===== src/verilog/dpd_defines.svh =====
// Constants of the dual-loop clock configuration block
`ifndef DPD_DEFINES_SVH
`define DPD_DEFINES_SVH

// Feedback ratio offset and limits
`define DPD_FB_BASE 8'h50
`define DPD_FB_MAX 8'h83
`define DPD_FB_FIELD_MAX 6'h33
`define DPD_FB_FIELD_W 6
// VCO band calibration
`define DPD_NUM_BANDS 7'h20
`define DPD_CAL_TIME_NS 1000
`define DPD_CLK_PERIOD_NS 10
`define DPD_CAL_CYCLES (`DPD_CAL_TIME_NS / `DPD_CLK_PERIOD_NS)
// Channel divider limits
`define DPD_VCO_DIV_MIN 3'h2
`define DPD_VCO_DIV_MAX 3'h6
`define DPD_POST_DIV_ZERO_RATIO 6'h20
// Fraction width
`define DPD_FRAC_W 12
// Format code whose CMOS pairs toggle in phase
`define DPD_FMT_IN_PHASE 3'h7
// Reset values
`define DPD_BAND_RST 5'h00

`endif


===== src/verilog/dpd_pkg.sv =====
// Types shared by the dual-loop clock configuration block
package dpd_pkg;

    // Output buffer kind of one port
    typedef enum logic [1:0] {
        DRV_LVPECL = 2'h0,
        DRV_LVDS = 2'h1,
        DRV_CMOS = 2'h2,
        DRV_OFF = 2'h3
    } dpd_drv_t;

    // Calibration sequencer states, one-hot
    typedef enum logic [2:0] {
        ST_IDLE = 3'h1,
        ST_CAL = 3'h2,
        ST_ARMED = 3'h4
    } dpd_cal_state_t;

endpackage


===== src/verilog/dpd_config_top.sv =====
// Configuration logic of the dual-loop clock generator
//
// Operation
// - Four power-down bits, one per channel
// - First format field selects first pair buffers
// - Second format field selects second pair buffers
// - CMOS pairs antiphase except marked code
// - Reference copy off when control is zero
// - First loop ratio integer, 80 to 131
// - First ratio is 80 plus six-bit field
// - Port rate is VCO over V times D; the channels here toggle every V*D cycles, a period of 2*V*D
// - Power-up calibration picks one of 32 bands
// - Second ratio is integer plus numerator/denominator
// - Reference divider zero means divide by one
// - VCO divider 2..6, output divider 1..32
// - Output divider code zero divides by 32
`timescale 1ns/10ps
`default_nettype none
`include "dpd_defines.svh"

module dpd_config_top
    import dpd_pkg::*;
#(
    parameter int CAL_CYCLES = `DPD_CAL_CYCLES
)
(
    // Clock and reset
    input wire logic ref_clk_i,
    input wire logic rst_i,
    // Channel power-down bits
    input wire logic chan_zero_power_off_i,
    input wire logic chan_one_power_off_i,
    input wire logic chan_two_power_off_i,
    input wire logic chan_three_power_off_i,
    // Reference path
    input wire logic refbuf_power_ctrl_i,
    input wire logic ref_div_sel_i,
    // Output format fields
    input wire logic [2:0] first_fmt_i,
    input wire logic [2:0] second_fmt_i,
    // Loop settings
    input wire logic [5:0] first_loop_feedback_field_i,
    input wire logic [5:0] second_loop_integer_field_i,
    input wire logic [11:0] numerator_value_i,
    input wire logic [11:0] denominator_value_i,
    input wire logic sdm_power_off_i,
    input wire logic bleed_enable_i,
    input wire logic band_recal_trigger_i,
    // Channel dividers
    input wire logic [2:0] vco_div_ch_zero_i,
    input wire logic [2:0] vco_div_ch_one_i,
    input wire logic [2:0] vco_div_ch_two_i,
    input wire logic [2:0] vco_div_ch_three_i,
    input wire logic [4:0] post_div_ch_zero_i,
    input wire logic [4:0] post_div_ch_one_i,
    input wire logic [4:0] post_div_ch_two_i,
    input wire logic [4:0] post_div_ch_three_i,
    // Clock ports
    output logic clock_port_zero_p_o,
    output logic clock_port_zero_n_o,
    output logic [1:0] clock_port_zero_mode_o,
    output logic clock_port_one_p_o,
    output logic clock_port_one_n_o,
    output logic [1:0] clock_port_one_mode_o,
    output logic clock_port_two_p_o,
    output logic clock_port_two_n_o,
    output logic [1:0] clock_port_two_mode_o,
    output logic clock_port_three_p_o,
    output logic clock_port_three_n_o,
    output logic [1:0] clock_port_three_mode_o,
    // Reference outputs
    output logic buffered_reference_pin_o,
    output logic pfd_tick_o,
    // Loop status
    output logic [7:0] first_loop_feedback_ratio_o,
    output logic [7:0] second_loop_integer_ratio_o,
    output logic [7:0] second_loop_inst_ratio_o,
    output logic integer_mode_o,
    output logic bleed_active_o,
    output logic frac_setting_error_o,
    // Calibration status
    output logic cal_busy_o,
    output logic [4:0] first_band_o,
    output logic [4:0] second_band_o
);

    // Format decode: {upper port kind, lower port kind, CMOS in phase}
    function automatic logic [4:0] fmt_decode(input logic [2:0] code);
        logic [4:0] r;
        r = {DRV_LVPECL, DRV_LVPECL, 1'b0};
        unique case (code)
            3'h0: r = {DRV_LVPECL, DRV_LVPECL, 1'b0};
            3'h1: r = {DRV_LVDS, DRV_LVDS, 1'b0};
            3'h2: r = {DRV_CMOS, DRV_LVPECL, 1'b0};
            3'h3: r = {DRV_CMOS, DRV_CMOS, 1'b0};
            3'h4: r = {DRV_CMOS, DRV_LVDS, 1'b0};
            3'h5: r = {DRV_LVPECL, DRV_LVDS, 1'b0};
            3'h6: r = {DRV_LVPECL, DRV_CMOS, 1'b0};
            3'h7: r = {DRV_CMOS, DRV_CMOS, (code == `DPD_FMT_IN_PHASE)};
        endcase
        return r;
    endfunction

    // Band from feedback field: 52 legal ratios spread over 32 bands
    function automatic logic [4:0] band_of(input logic [5:0] field);
        logic [5:0] f;
        logic [11:0] scaled;
        f = (field > `DPD_FB_FIELD_MAX) ? `DPD_FB_FIELD_MAX : field;
        scaled = ({6'h00, f} * {5'h00, `DPD_NUM_BANDS}) / 12'h034;
        return scaled[4:0];
    endfunction

    // Ratio from a six-bit field, offset and capped at the documented maximum
    function automatic logic [7:0] ratio_of(input logic [5:0] field);
        logic [7:0] r;
        r = `DPD_FB_BASE + {2'h0, field};
        return (r > `DPD_FB_MAX) ? `DPD_FB_MAX : r;
    endfunction

    // Decoded settings
    wire [4:0] first_fmt_dec = fmt_decode(first_fmt_i);
    wire [4:0] second_fmt_dec = fmt_decode(second_fmt_i);
    wire [7:0] first_ratio = ratio_of(first_loop_feedback_field_i);
    wire [7:0] second_ratio = ratio_of(second_loop_integer_field_i);
    // Modulator steps only with a legal non-zero fraction
    wire num_legal = (numerator_value_i < denominator_value_i);
    logic [11:0] acc_reg; // Fraction accumulator
    wire frac_on = !sdm_power_off_i && (numerator_value_i != 12'h000) && num_legal;
    wire [12:0] acc_sum = {1'b0, acc_reg} + {1'b0, numerator_value_i};
    wire acc_carry = (acc_sum >= {1'b0, denominator_value_i});
    wire [12:0] acc_wrapped = acc_sum - {1'b0, denominator_value_i};

    logic pfd_phase_reg; // Alternates when the reference is halved
    logic pfd_tick; // Phase detector update this cycle
    dpd_cal_state_t cal_state_reg; // Calibration sequencer
    dpd_cal_state_t cal_state_next;
    logic [15:0] cal_cnt_reg; // Calibration time counter
    wire cal_done = (cal_cnt_reg == 16'(CAL_CYCLES - 1));

    // Divide by one ticks every cycle; divide by two every other cycle
    assign pfd_tick = !ref_div_sel_i || pfd_phase_reg;

    // Reference divider phase
    always_ff @(posedge ref_clk_i) begin
        if (rst_i) begin
            pfd_phase_reg <= 1'b0;
        end else begin
            pfd_phase_reg <= ref_div_sel_i ? ~pfd_phase_reg : 1'b0;
        end
    end

    // Reference copy and phase detector tick, both registered
    always_ff @(posedge ref_clk_i) begin
        if (rst_i) begin
            buffered_reference_pin_o <= 1'b0;
            pfd_tick_o <= 1'b0;
        end else begin
            // Half-rate stand-in for the reference, held low when off
            buffered_reference_pin_o <= refbuf_power_ctrl_i
                                        ? ~buffered_reference_pin_o : 1'b0;
            pfd_tick_o <= pfd_tick;
        end
    end

    // Fraction accumulator: a carry adds one to the ratio for one update
    always_ff @(posedge ref_clk_i) begin
        if (rst_i || !frac_on) begin
            acc_reg <= 12'h000;
        end else if (pfd_tick) begin
            acc_reg <= acc_carry ? acc_wrapped[11:0] : acc_sum[11:0];
        end
    end

    // Loop ratios and mode flags
    always_ff @(posedge ref_clk_i) begin
        if (rst_i) begin
            first_loop_feedback_ratio_o <= `DPD_FB_BASE;
            second_loop_integer_ratio_o <= `DPD_FB_BASE;
            second_loop_inst_ratio_o <= `DPD_FB_BASE;
            integer_mode_o <= 1'b1;
            bleed_active_o <= 1'b0;
            frac_setting_error_o <= 1'b0;
        end else begin
            first_loop_feedback_ratio_o <= first_ratio;
            second_loop_integer_ratio_o <= second_ratio;
            if (!frac_on) begin
                second_loop_inst_ratio_o <= second_ratio;
            end else if (pfd_tick) begin
                second_loop_inst_ratio_o <= second_ratio + {7'h00, acc_carry};
            end
            // Integer mode needs all three settings, as the host must give them
            integer_mode_o <= sdm_power_off_i && !bleed_enable_i
                              && (numerator_value_i == 12'h000);
            bleed_active_o <= bleed_enable_i;
            frac_setting_error_o <= !sdm_power_off_i && !num_legal;
        end
    end

    // Calibration sequencing: reset acts as power-up; the trigger needs 1 then 0
    always_comb begin
        cal_state_next = cal_state_reg;
        unique case (cal_state_reg)
            ST_IDLE: begin
                if (band_recal_trigger_i) begin
                    cal_state_next = ST_ARMED;
                end
            end
            ST_ARMED: begin
                if (!band_recal_trigger_i) begin
                    cal_state_next = ST_CAL;
                end
            end
            ST_CAL: begin
                if (cal_done) begin
                    cal_state_next = ST_IDLE;
                end
            end
            default: cal_state_next = ST_IDLE;
        endcase
    end

    // Calibration state and timer
    always_ff @(posedge ref_clk_i) begin
        if (rst_i) begin
            cal_state_reg <= ST_CAL;
            cal_cnt_reg <= 16'h0000;
        end else begin
            cal_state_reg <= cal_state_next;
            cal_cnt_reg <= (cal_state_reg == ST_CAL && !cal_done)
                           ? cal_cnt_reg + 16'h0001 : 16'h0000;
        end
    end

    // Bands are taken from the fields present when calibration ends
    always_ff @(posedge ref_clk_i) begin
        if (rst_i) begin
            first_band_o <= `DPD_BAND_RST;
            second_band_o <= `DPD_BAND_RST;
            cal_busy_o <= 1'b1;
        end else begin
            if (cal_state_reg == ST_CAL && cal_done) begin
                first_band_o <= band_of(first_loop_feedback_field_i);
                second_band_o <= band_of(second_loop_integer_field_i);
            end
            cal_busy_o <= (cal_state_next == ST_CAL);
        end
    end

    // Four channels; first loop feeds ports zero and one
    dpd_out_channel u_ch0 (
        .ref_clk_i(ref_clk_i),
        .rst_i(rst_i),
        .power_off_i(chan_zero_power_off_i),
        .vco_div_i(vco_div_ch_zero_i),
        .post_div_i(post_div_ch_zero_i),
        .drv_mode_i(first_fmt_dec[2:1]),
        .cmos_in_phase_i(first_fmt_dec[0]),
        .clk_p_o(clock_port_zero_p_o),
        .clk_n_o(clock_port_zero_n_o),
        .drv_mode_o(clock_port_zero_mode_o)
    );

    dpd_out_channel u_ch1 (
        .ref_clk_i(ref_clk_i),
        .rst_i(rst_i),
        .power_off_i(chan_one_power_off_i),
        .vco_div_i(vco_div_ch_one_i),
        .post_div_i(post_div_ch_one_i),
        .drv_mode_i(first_fmt_dec[4:3]),
        .cmos_in_phase_i(first_fmt_dec[0]),
        .clk_p_o(clock_port_one_p_o),
        .clk_n_o(clock_port_one_n_o),
        .drv_mode_o(clock_port_one_mode_o)
    );

    dpd_out_channel u_ch2 (
        .ref_clk_i(ref_clk_i),
        .rst_i(rst_i),
        .power_off_i(chan_two_power_off_i),
        .vco_div_i(vco_div_ch_two_i),
        .post_div_i(post_div_ch_two_i),
        .drv_mode_i(second_fmt_dec[2:1]),
        .cmos_in_phase_i(second_fmt_dec[0]),
        .clk_p_o(clock_port_two_p_o),
        .clk_n_o(clock_port_two_n_o),
        .drv_mode_o(clock_port_two_mode_o)
    );

    dpd_out_channel u_ch3 (
        .ref_clk_i(ref_clk_i),
        .rst_i(rst_i),
        .power_off_i(chan_three_power_off_i),
        .vco_div_i(vco_div_ch_three_i),
        .post_div_i(post_div_ch_three_i),
        .drv_mode_i(second_fmt_dec[4:3]),
        .cmos_in_phase_i(second_fmt_dec[0]),
        .clk_p_o(clock_port_three_p_o),
        .clk_n_o(clock_port_three_n_o),
        .drv_mode_o(clock_port_three_mode_o)
    );

endmodule

`default_nettype wire


===== src/verilog/dpd_out_channel.sv =====
// One output channel: VCO divider, output divider and output buffer
`timescale 1ns/10ps
`default_nettype none
`include "dpd_defines.svh"

module dpd_out_channel
    import dpd_pkg::*;
(
    // Clock and reset
    input wire logic ref_clk_i,
    input wire logic rst_i,
    // Channel settings
    input wire logic power_off_i,
    input wire logic [2:0] vco_div_i,
    input wire logic [4:0] post_div_i,
    input wire logic [1:0] drv_mode_i,
    input wire logic cmos_in_phase_i,
    // Port pins
    output logic clk_p_o,
    output logic clk_n_o,
    output logic [1:0] drv_mode_o
);

    logic [2:0] vco_cnt_reg; // Counts VCO stand-in cycles
    logic [5:0] post_cnt_reg; // Counts VCO divider ticks
    logic [2:0] vco_ratio; // Clamped VCO divider ratio
    logic [5:0] post_ratio; // Output divider ratio
    logic vco_tick; // VCO divider wraps
    logic post_wrap; // Output divider wraps on this tick
    logic phase_next; // Next true-side level
    logic n_next; // Next complement-side level

    // Out-of-range codes are clamped so a bad setting never stalls the divider
    assign vco_ratio = (vco_div_i < `DPD_VCO_DIV_MIN) ? `DPD_VCO_DIV_MIN :
                       (vco_div_i > `DPD_VCO_DIV_MAX) ? `DPD_VCO_DIV_MAX : vco_div_i;
    // All-zero output divider code means the largest ratio
    assign post_ratio = (post_div_i == 5'h00) ? `DPD_POST_DIV_ZERO_RATIO
                                              : {1'b0, post_div_i};
    assign vco_tick = (vco_cnt_reg == vco_ratio - 3'h1);
    assign post_wrap = vco_tick && (post_cnt_reg == post_ratio - 6'h01);
    // Toggle once per V*D cycles: port period is 2*V*D stand-in cycles
    assign phase_next = post_wrap ? ~clk_p_o : clk_p_o;
    // Differential kinds and default CMOS pairs are antiphase
    assign n_next = (drv_mode_i == DRV_CMOS && cmos_in_phase_i) ? phase_next
                                                              : ~phase_next;

    // Divider cascade; a powered-down channel holds every stage quiet
    always_ff @(posedge ref_clk_i) begin
        if (rst_i || power_off_i) begin
            vco_cnt_reg <= 3'h0;
            post_cnt_reg <= 6'h00;
            clk_p_o <= 1'b0;
            clk_n_o <= 1'b0;
        end else begin
            vco_cnt_reg <= vco_tick ? 3'h0 : vco_cnt_reg + 3'h1;
            if (vco_tick) begin
                post_cnt_reg <= post_wrap ? 6'h00 : post_cnt_reg + 6'h01;
            end
            clk_p_o <= phase_next;
            clk_n_o <= n_next;
        end
    end

    // Buffer kind reported on the port, off while powered down
    always_ff @(posedge ref_clk_i) begin
        if (rst_i) begin
            drv_mode_o <= DRV_OFF;
        end else begin
            drv_mode_o <= power_off_i ? DRV_OFF : drv_mode_i;
        end
    end

endmodule

`default_nettype wire


===== config.mk =====
export PLATFORM = sky130hd
export DESIGN_NAME = dpd_config_top
export DESIGN_NICKNAME = d
export VERILOG_FILES = /design/src/verilog/dpd_pkg.sv /design/src/verilog/dpd_config_top.sv /design/src/verilog/dpd_out_channel.sv
export VERILOG_INCLUDE_DIRS = /design/src /design/src/verilog
export SDC_FILE = /design/constraint.sdc
export NUM_CORES = 1
export LEC_CHECK = 0
export ABC_AREA = 1
export BUFFER_PORTS_ARGS = -buffer_cell sky130_fd_sc_hd__buf_4
export CORE_MARGIN = 2
export CORE_UTILIZATION = 37
export DETAILED_ROUTE_END_ITERATION = 10
export PLACE_DENSITY = 0.59
export SYNTH_ARGS = -nofsm -noshare
export SYNTH_HDL_FRONTEND = slang
export SYNTH_SLANG_ARGS = --single-unit
export TNS_END_PERCENT = 10

===== constraint.sdc =====
create_clock -name ref_clk_i -period 6.2 [get_ports ref_clk_i]
set_input_delay 1.24 -clock ref_clk_i [delete_from_list [all_inputs] [get_ports ref_clk_i]]
set_output_delay 1.24 -clock ref_clk_i [all_outputs]
set_load 0.005 [all_outputs]

==> flow_summary_export.csv, run 1 <==
group,metric,value,unit
timing,period_share,86.20,%
critical_path,crit_arrival,5650,ps
timing,whs,410.6,ps
critical_path,critPathLaunch,"second_loop_integer_field_i[4]",
layout,layout_common_cells,"219 x nand2_1, 179 x inv_1, 143 x buf_4",
die,start_util,37.35,%
drt,via_count,8046,
run_status,status,"finished, final reports clean",
flow_run,drv_cap,0,
yosys,ys_async_sr_fraction,0,%
clock_tree,cts-resized-gates,0,
timing,setup-violations-final,0,
drt,drtPass1Iterations,4,
yosys,ys_dominant_reg_cell,"dfxtp_1",
critical_path,cp_slowest_cell,"ha_1",
timing,slew_viol_final,0,
placement,portBuffers,140,
yosys,synth_edf_count,0,
worst_hold_path,worstHoldEndpoint,"buffered_reference_pin_o",
clock_tree,cts_buffers,17,
yosys,ys_types,55,
placement,gp_congestion,0.8843,
critical_path,r2r_start,"acc_reg[0]",
grt,grt_overflow,0,
yosys,netlist_area,0.008690,mm2
critical_path,ff2ff_setup_slack,1960,ps
yosys,yosysTopAreaCell,"dfxtp_1",
timing,fmax,0.1871,GHz
layout,drive_gt1_share,19.41,%
die,fp-row-count,56,
grt,first_global_vias,7616,
critical_path,ff2ff_path_depth,26,
clock_tree,clk_pin_slew,50,ps
clock_tree,tritoncts,"built",
drt,via_per_inst,4.705,
worst_hold_path,min_path_type,"register to register",
yosys,syn_inst,1227,
critical_path,cp.required,6510,ps
timing,fin_worst_skew,13.60,ps
critical_path,rr_endpoint,"second_loop_inst_ratio_o[6]",
layout,layout_commonest_cell,"nand2_1",
power_and_ir_drop,ir_worst_vdd,0.1587,mV
clock_tree,max-clock-path-buffers,2,
layout,largest_reg_flops,16,
layout,diodes,0,
timing,tightest_slew,877.2,ps
clock_tree,root_buffer,"clkbuf_16",
layout,nFillCells,2421,
yosys,yosys_warnings,0,
grt,grt_first_pass_wirelength,34190,um
clock_tree,cts_hold_buf,0,
drt,antenna_left,0,
power_and_ir_drop,leakagePower,5.200,nW
critical_path,endpoint_kind,"register",
placement,dpl.hpwl,15750,um
timing,rsz0062_at_grt,"false",
yosys,syn_area_per_cell,7.082,um2
clock_tree,cts_sinks,124,
drt,wl,20330,um
worst_hold_path,min_from,"buffered_reference_pin_o",
timing,relSlewSlack,41.30,%
critical_path,critPathMaxFanout,11,
clock_tree,post_cts_buffers,0,
die,dieArea,0.02473,mm2
critical_path,worstSetupPathType,"input pin to register",
drt,wl_per_cell,11.89,um
die,fp.dieH,157.3,um
yosys,synth_area_leaders,"dfxtp_1 29%, ha_1 10%, nand2_1 9.5%",
critical_path,crit_path_frequent_cell,"nand2_1",
timing,hold_viol,0,
drt,post-route-drc-count,0,
critical_path,cp_slowest_stage_delay,370,ps
critical_path,crit_family,"simple AND/OR/NAND/NOR gates",
grt,grtUsageTotal,16.97,%
critical_path,path_buf_inv,6,
grt,grt_max_degree,29,
clock_tree,clk-insertion-delay-late,420,ps
critical_path,crit_path_start_kind,"input pin",
worst_hold_path,whs_path_depth,1,
drt,drt-initial-drc-count,298,
yosys,yosys_register_bits,124,
yosys,synth_top_cell_area_share,28.57,%
die,io_pins,141,
layout,nets,1537,
yosys,ys_seq_area_share,28.57,%
clock_tree,htree_num_levels,4,
grt,antenna_found_initial,0,
power_and_ir_drop,power.density,273.7,mW/mm2
timing,setup_tns,0,ps
timing,period_minus_slack,5344,ps
yosys,postSynthNetCount,1386,
die,die_width,157.3,um
layout,area_delta_synth_final,24.10,%
die,coreArea,0.02326,mm2
[through the flow]
| stage | power [mW] | setup WS, ps | cell area, um2 | util, % | std cells |
|---|---|---|---|---|---|
| 6_report | 2.951 | 855.9 | 10780 | 46.36 | 1710 |
| 5_1_grt | 3.177 | 305.1 | 10780 | 46.36 | 1710 |
| 3_3_place_gp | 1.816 | 542.8 | 10110 | 43.44 | 1678 |
| 3_5_place_dp | 1.825 | 448.4 | 10110 | 43.44 | 1678 |
| 4_1_cts | 2.993 | 885.2 | 10780 | 46.36 | 1710 |
| 2_1_floorplan | 1.602 | 1028 | 8690 | - | 1227 |
[how the worst max path moves through the flow]
stage	slack, ps	to	cells after the start
after floorplan	1030	second_band_o[0]	37
after CTS	890	second_band_o[0]	37
after global routing	310	second_band_o[0]	37
after detailed placement	450	second_band_o[0]	37
final	860	second_band_o[0]	37
after global placement	540	second_band_o[0]	37
[power by group]
part	internal [mW]	leakage, nW	switching [mW]
combinational	0.370	3.86	0.589
sequential	0.831	1.01	0.0187
clock	0.767	0.328	0.375
total	1.97	5.20	0.983
[cell families (layout without fill, tap and decap cells)]
| family | after synthesis | in the layout | synth area share, % |
|---|---|---|---|
| AND/OR/NAND/NOR | 568 | 568 | 32.02 |
| buffers and inverters | 209 | 373 | 9.273 |
| AO/OA/AOI/OAI | 180 | 180 | 12.05 |
| flip-flops | 124 | 124 | 28.57 |
| adder cells (fa/ha/maj) | 74 | 74 | 10.83 |
| XOR/XNOR | 72 | 72 | 7.257 |
[per-layer routing]
layer,GRT usage (%),share of wire (%),up-vias
li1,-,-,4312
met1,20.81,48,3561
met2,29.61,46,153
met3,3.497,4.5,20
met4,5.541,1.6,0
met5,0,0,-
[layout make-up]
class	count	area, um2	area share, %
clock buffer	22	494.2	4.583
clock inverter	10	183.9	1.706
inverter	198	749.5	6.950
multi-input combinational	894	5401	50.09
sequential	124	2482	23.02
tap	319	399.1	3.701
timing repair buffer	143	1074	9.955
[cells in the mapped netlist, drive strengths merged, types with 9 or more instances]
cell type / instances
a21oi: 67
a31oi: 9
xor2: 28
nand4: 20
inv: 194
dfxtp: 124
ha: 72
nor2: 135
o211ai: 9
nor3b: 14
xnor2: 44
o21ai: 71
nor3: 34
nand2: 255
nand3: 80
No activity file was read; power rests on OpenSTA's default activity.
==> run 2, diff against run 1 <==
--- a/config.mk
+++ b/config.mk
@@ -12,6 +12,7 @@
 export CORE_UTILIZATION = 37
 export DETAILED_ROUTE_END_ITERATION = 10
 export PLACE_DENSITY = 0.59
+export REMOVE_ABC_BUFFERS = 1
 export SYNTH_ARGS = -nofsm -noshare
 export SYNTH_HDL_FRONTEND = slang
 export SYNTH_SLANG_ARGS = --single-unit
==> run 2 against run 1 <==
Clock-buffer cell count down 5. Largest power group unchanged. Via count fell by 0.58%. Critical path type unchanged. Worst hold slack improved by 2.2 ps.
==> flow_summary_export.csv, run 2 (same netlist as run 1, synthesis figures left out) <==
group,metric,value,unit
run_status,status,"finished, final reports clean",
grt,antenna_found_initial,0,
layout,layout_common_cells,"219 x nand2_1, 179 x inv_1, 146 x buf_4",
critical_path,crit_arrival,5730,ps
drt,wl,20200,um
die,fp-row-count,56,
grt,grtUsageTotal,16.79,%
worst_hold_path,min_from,"buffered_reference_pin_o",
power_and_ir_drop,comb_power_share,33.8,%
critical_path,endpoint_kind,"register",
power_and_ir_drop,p_sw,1.017,mW
timing,fin_worst_skew,13.01,ps
layout,area_delta_synth_final,23.57,%
drt,post-route-drc-count,0,
worst_hold_path,min_path_type,"register to register",
timing,period_minus_slack,5413,ps
drt,antenna_left,0,
placement,dpl.hpwl,15620,um
critical_path,ff2ff_setup_slack,1970,ps
critical_path,r2r_start,"acc_reg[0]",
critical_path,critPathLaunch,"second_loop_integer_field_i[5]",
clock_tree,tritoncts,"built",
flow_run,drv_cap,0,
clock_tree,max-clock-path-buffers,2,
placement,post-place-ws,389.7,ps
layout,largest_reg_flops,16,
die,dieArea,0.02473,mm2
drt,drtPass1Iterations,6,
layout,layout_commonest_cell,"nand2_1",
die,fp.dieH,157.3,um
drt,via_count,7999,
worst_hold_path,worstHoldEndpoint,"buffered_reference_pin_o",
clock_tree,htree_num_levels,4,
critical_path,crit_path_frequent_cell,"nand2_1",
layout,drive_gt1_share,19.53,%
placement,dpl-instance-area,0.01013,mm2
power_and_ir_drop,seq_power_share,29.7,%
placement,placed_cells,1681,
layout,diodes,0,
critical_path,cp.required,6510,ps
critical_path,cp_slowest_stage_delay,380,ps
critical_path,crit_family,"simple AND/OR/NAND/NOR gates",
placement,portBuffers,140,
critical_path,path_buf_inv,6,
grt,grt_overflow,0,
power_and_ir_drop,ir_worst_vdd,0.1338,mV
clock_tree,clk_pin_slew,60,ps
power_and_ir_drop,intPower,1.842,mW
die,io_pins,141,
critical_path,crit_path_start_kind,"input pin",
clock_tree,post_cts_buffers,0,
critical_path,critPathMaxFanout,11,
clock_tree,cts-resized-gates,0,
critical_path,cp_slowest_cell,"ha_1",
clock_tree,clk-insertion-delay-late,420,ps
layout,post-route-util,46.16,%
timing,relSlewSlack,41.44,%
grt,first_global_vias,7528,
timing,setup-violations-final,0,
drt,drt-initial-drc-count,406,
power_and_ir_drop,leakagePower,5.184,nW
timing,tightest_slew,875.2,ps
die,start_util,37.35,%
timing,hold_viol,0,
die,die_width,157.3,um
timing,setup_tns,0,ps
grt,grt_first_pass_wirelength,33910,um
timing,setup_ws,786.6,ps
clock_tree,cts_sinks,124,
grt,grt_max_degree,29,
layout,fin_area,0.01074,mm2
timing,fmax,0.1847,GHz
critical_path,worstSetupPathType,"input pin to register",
drt,wl_per_cell,11.80,um
power_and_ir_drop,power.density,266.3,mW/mm2
power_and_ir_drop,switching_share,35.57,%
clock_tree,cts_buffers,17,
timing,period_share,87.31,%
critical_path,ff2ff_path_depth,27,
worst_hold_path,whs_path_depth,1,
layout,instances_no_fill,1712,
drt,via_per_inst,4.672,
power_and_ir_drop,clockPowerShare,36.6,%
clock_tree,cts_hold_buf,0,
die,coreArea,0.02326,mm2
timing,slew_viol_final,0,
critical_path,rr_endpoint,"second_loop_inst_ratio_o[6]",
placement,gp_congestion,0.8567,
timing,rsz0062_at_grt,"false",
clock_tree,root_buffer,"clkbuf_16",
layout,nets,1540,
==> run 2: cell types whose count changed in the layout (fill, tap and decap cells not counted), moves of 2 or more <==
| cell | previous run | this run |
|---|---|---|
| bufinv_16 | 5 | 3 |
| inv_6 | 0 | 4 |
| clkbuf_8 | 5 | 0 |
| buf_4 | 143 | 146 |
| clkinv_4 | 2 | 5 |
==> run 2: per-layer routing <==
| layer | up-vias | global-route usage [%] | part of all wire [%] |
|---|---|---|---|
| met4 | 0 | 3.853 | 0.94 |
| li1 | 4314 | - | - |
| met2 | 144 | 27.97 | 45 |
| met5 | - | 0 | 0 |
| met3 | 15 | 4.515 | 4.9 |
| met1 | 3526 | 21.66 | 49 |
==> run 2: per-stage QoR <==
step	hold slack, ps	total power, mW
after floorplan	412.7	1.590
after global placement	406.9	1.820
after detailed placement	408.1	1.829
after CTS	417.0	2.895
after global routing	445.2	3.071
final	412.8	2.859
==> run 2: worst max path at each step <==
stage                            end  slack [ps]  cells after the start
floorplan           second_band_o[0]         950                     36
global placement    second_band_o[0]         550                     37
detailed placement  second_band_o[0]         390                     37
CTS                 second_band_o[0]         820                     37
global route        second_band_o[0]         290                     37
finish              second_band_o[0]         790                     37
==> run 2: power by group through the flow <==
stage | Sequential (mW) | Combinational, mW | Clock [mW]
after floorplan | 0.864 | 0.726 | 0
after global placement | 0.865 | 0.954 | 0
after detailed placement | 0.865 | 0.963 | 0
after CTS | 0.848 | 0.969 | 1.08
after global routing | 0.851 | 1.11 | 1.11
final | 0.848 | 0.965 | 1.05
==> run 2: cell type report <==
| cell class | instances | area [um2] |
|---|---|---|
| clock buffers | 17 | 425.4 |
| fillers | 2377 | 12520 |
| clock inverters | 14 | 183.9 |
| flip-flops and latches | 124 | 2482 |
| repair buffers | 146 | 1096 |
| inverters | 198 | 749.5 |
| multi-input cells | 894 | 5401 |
| well taps | 319 | 399.1 |
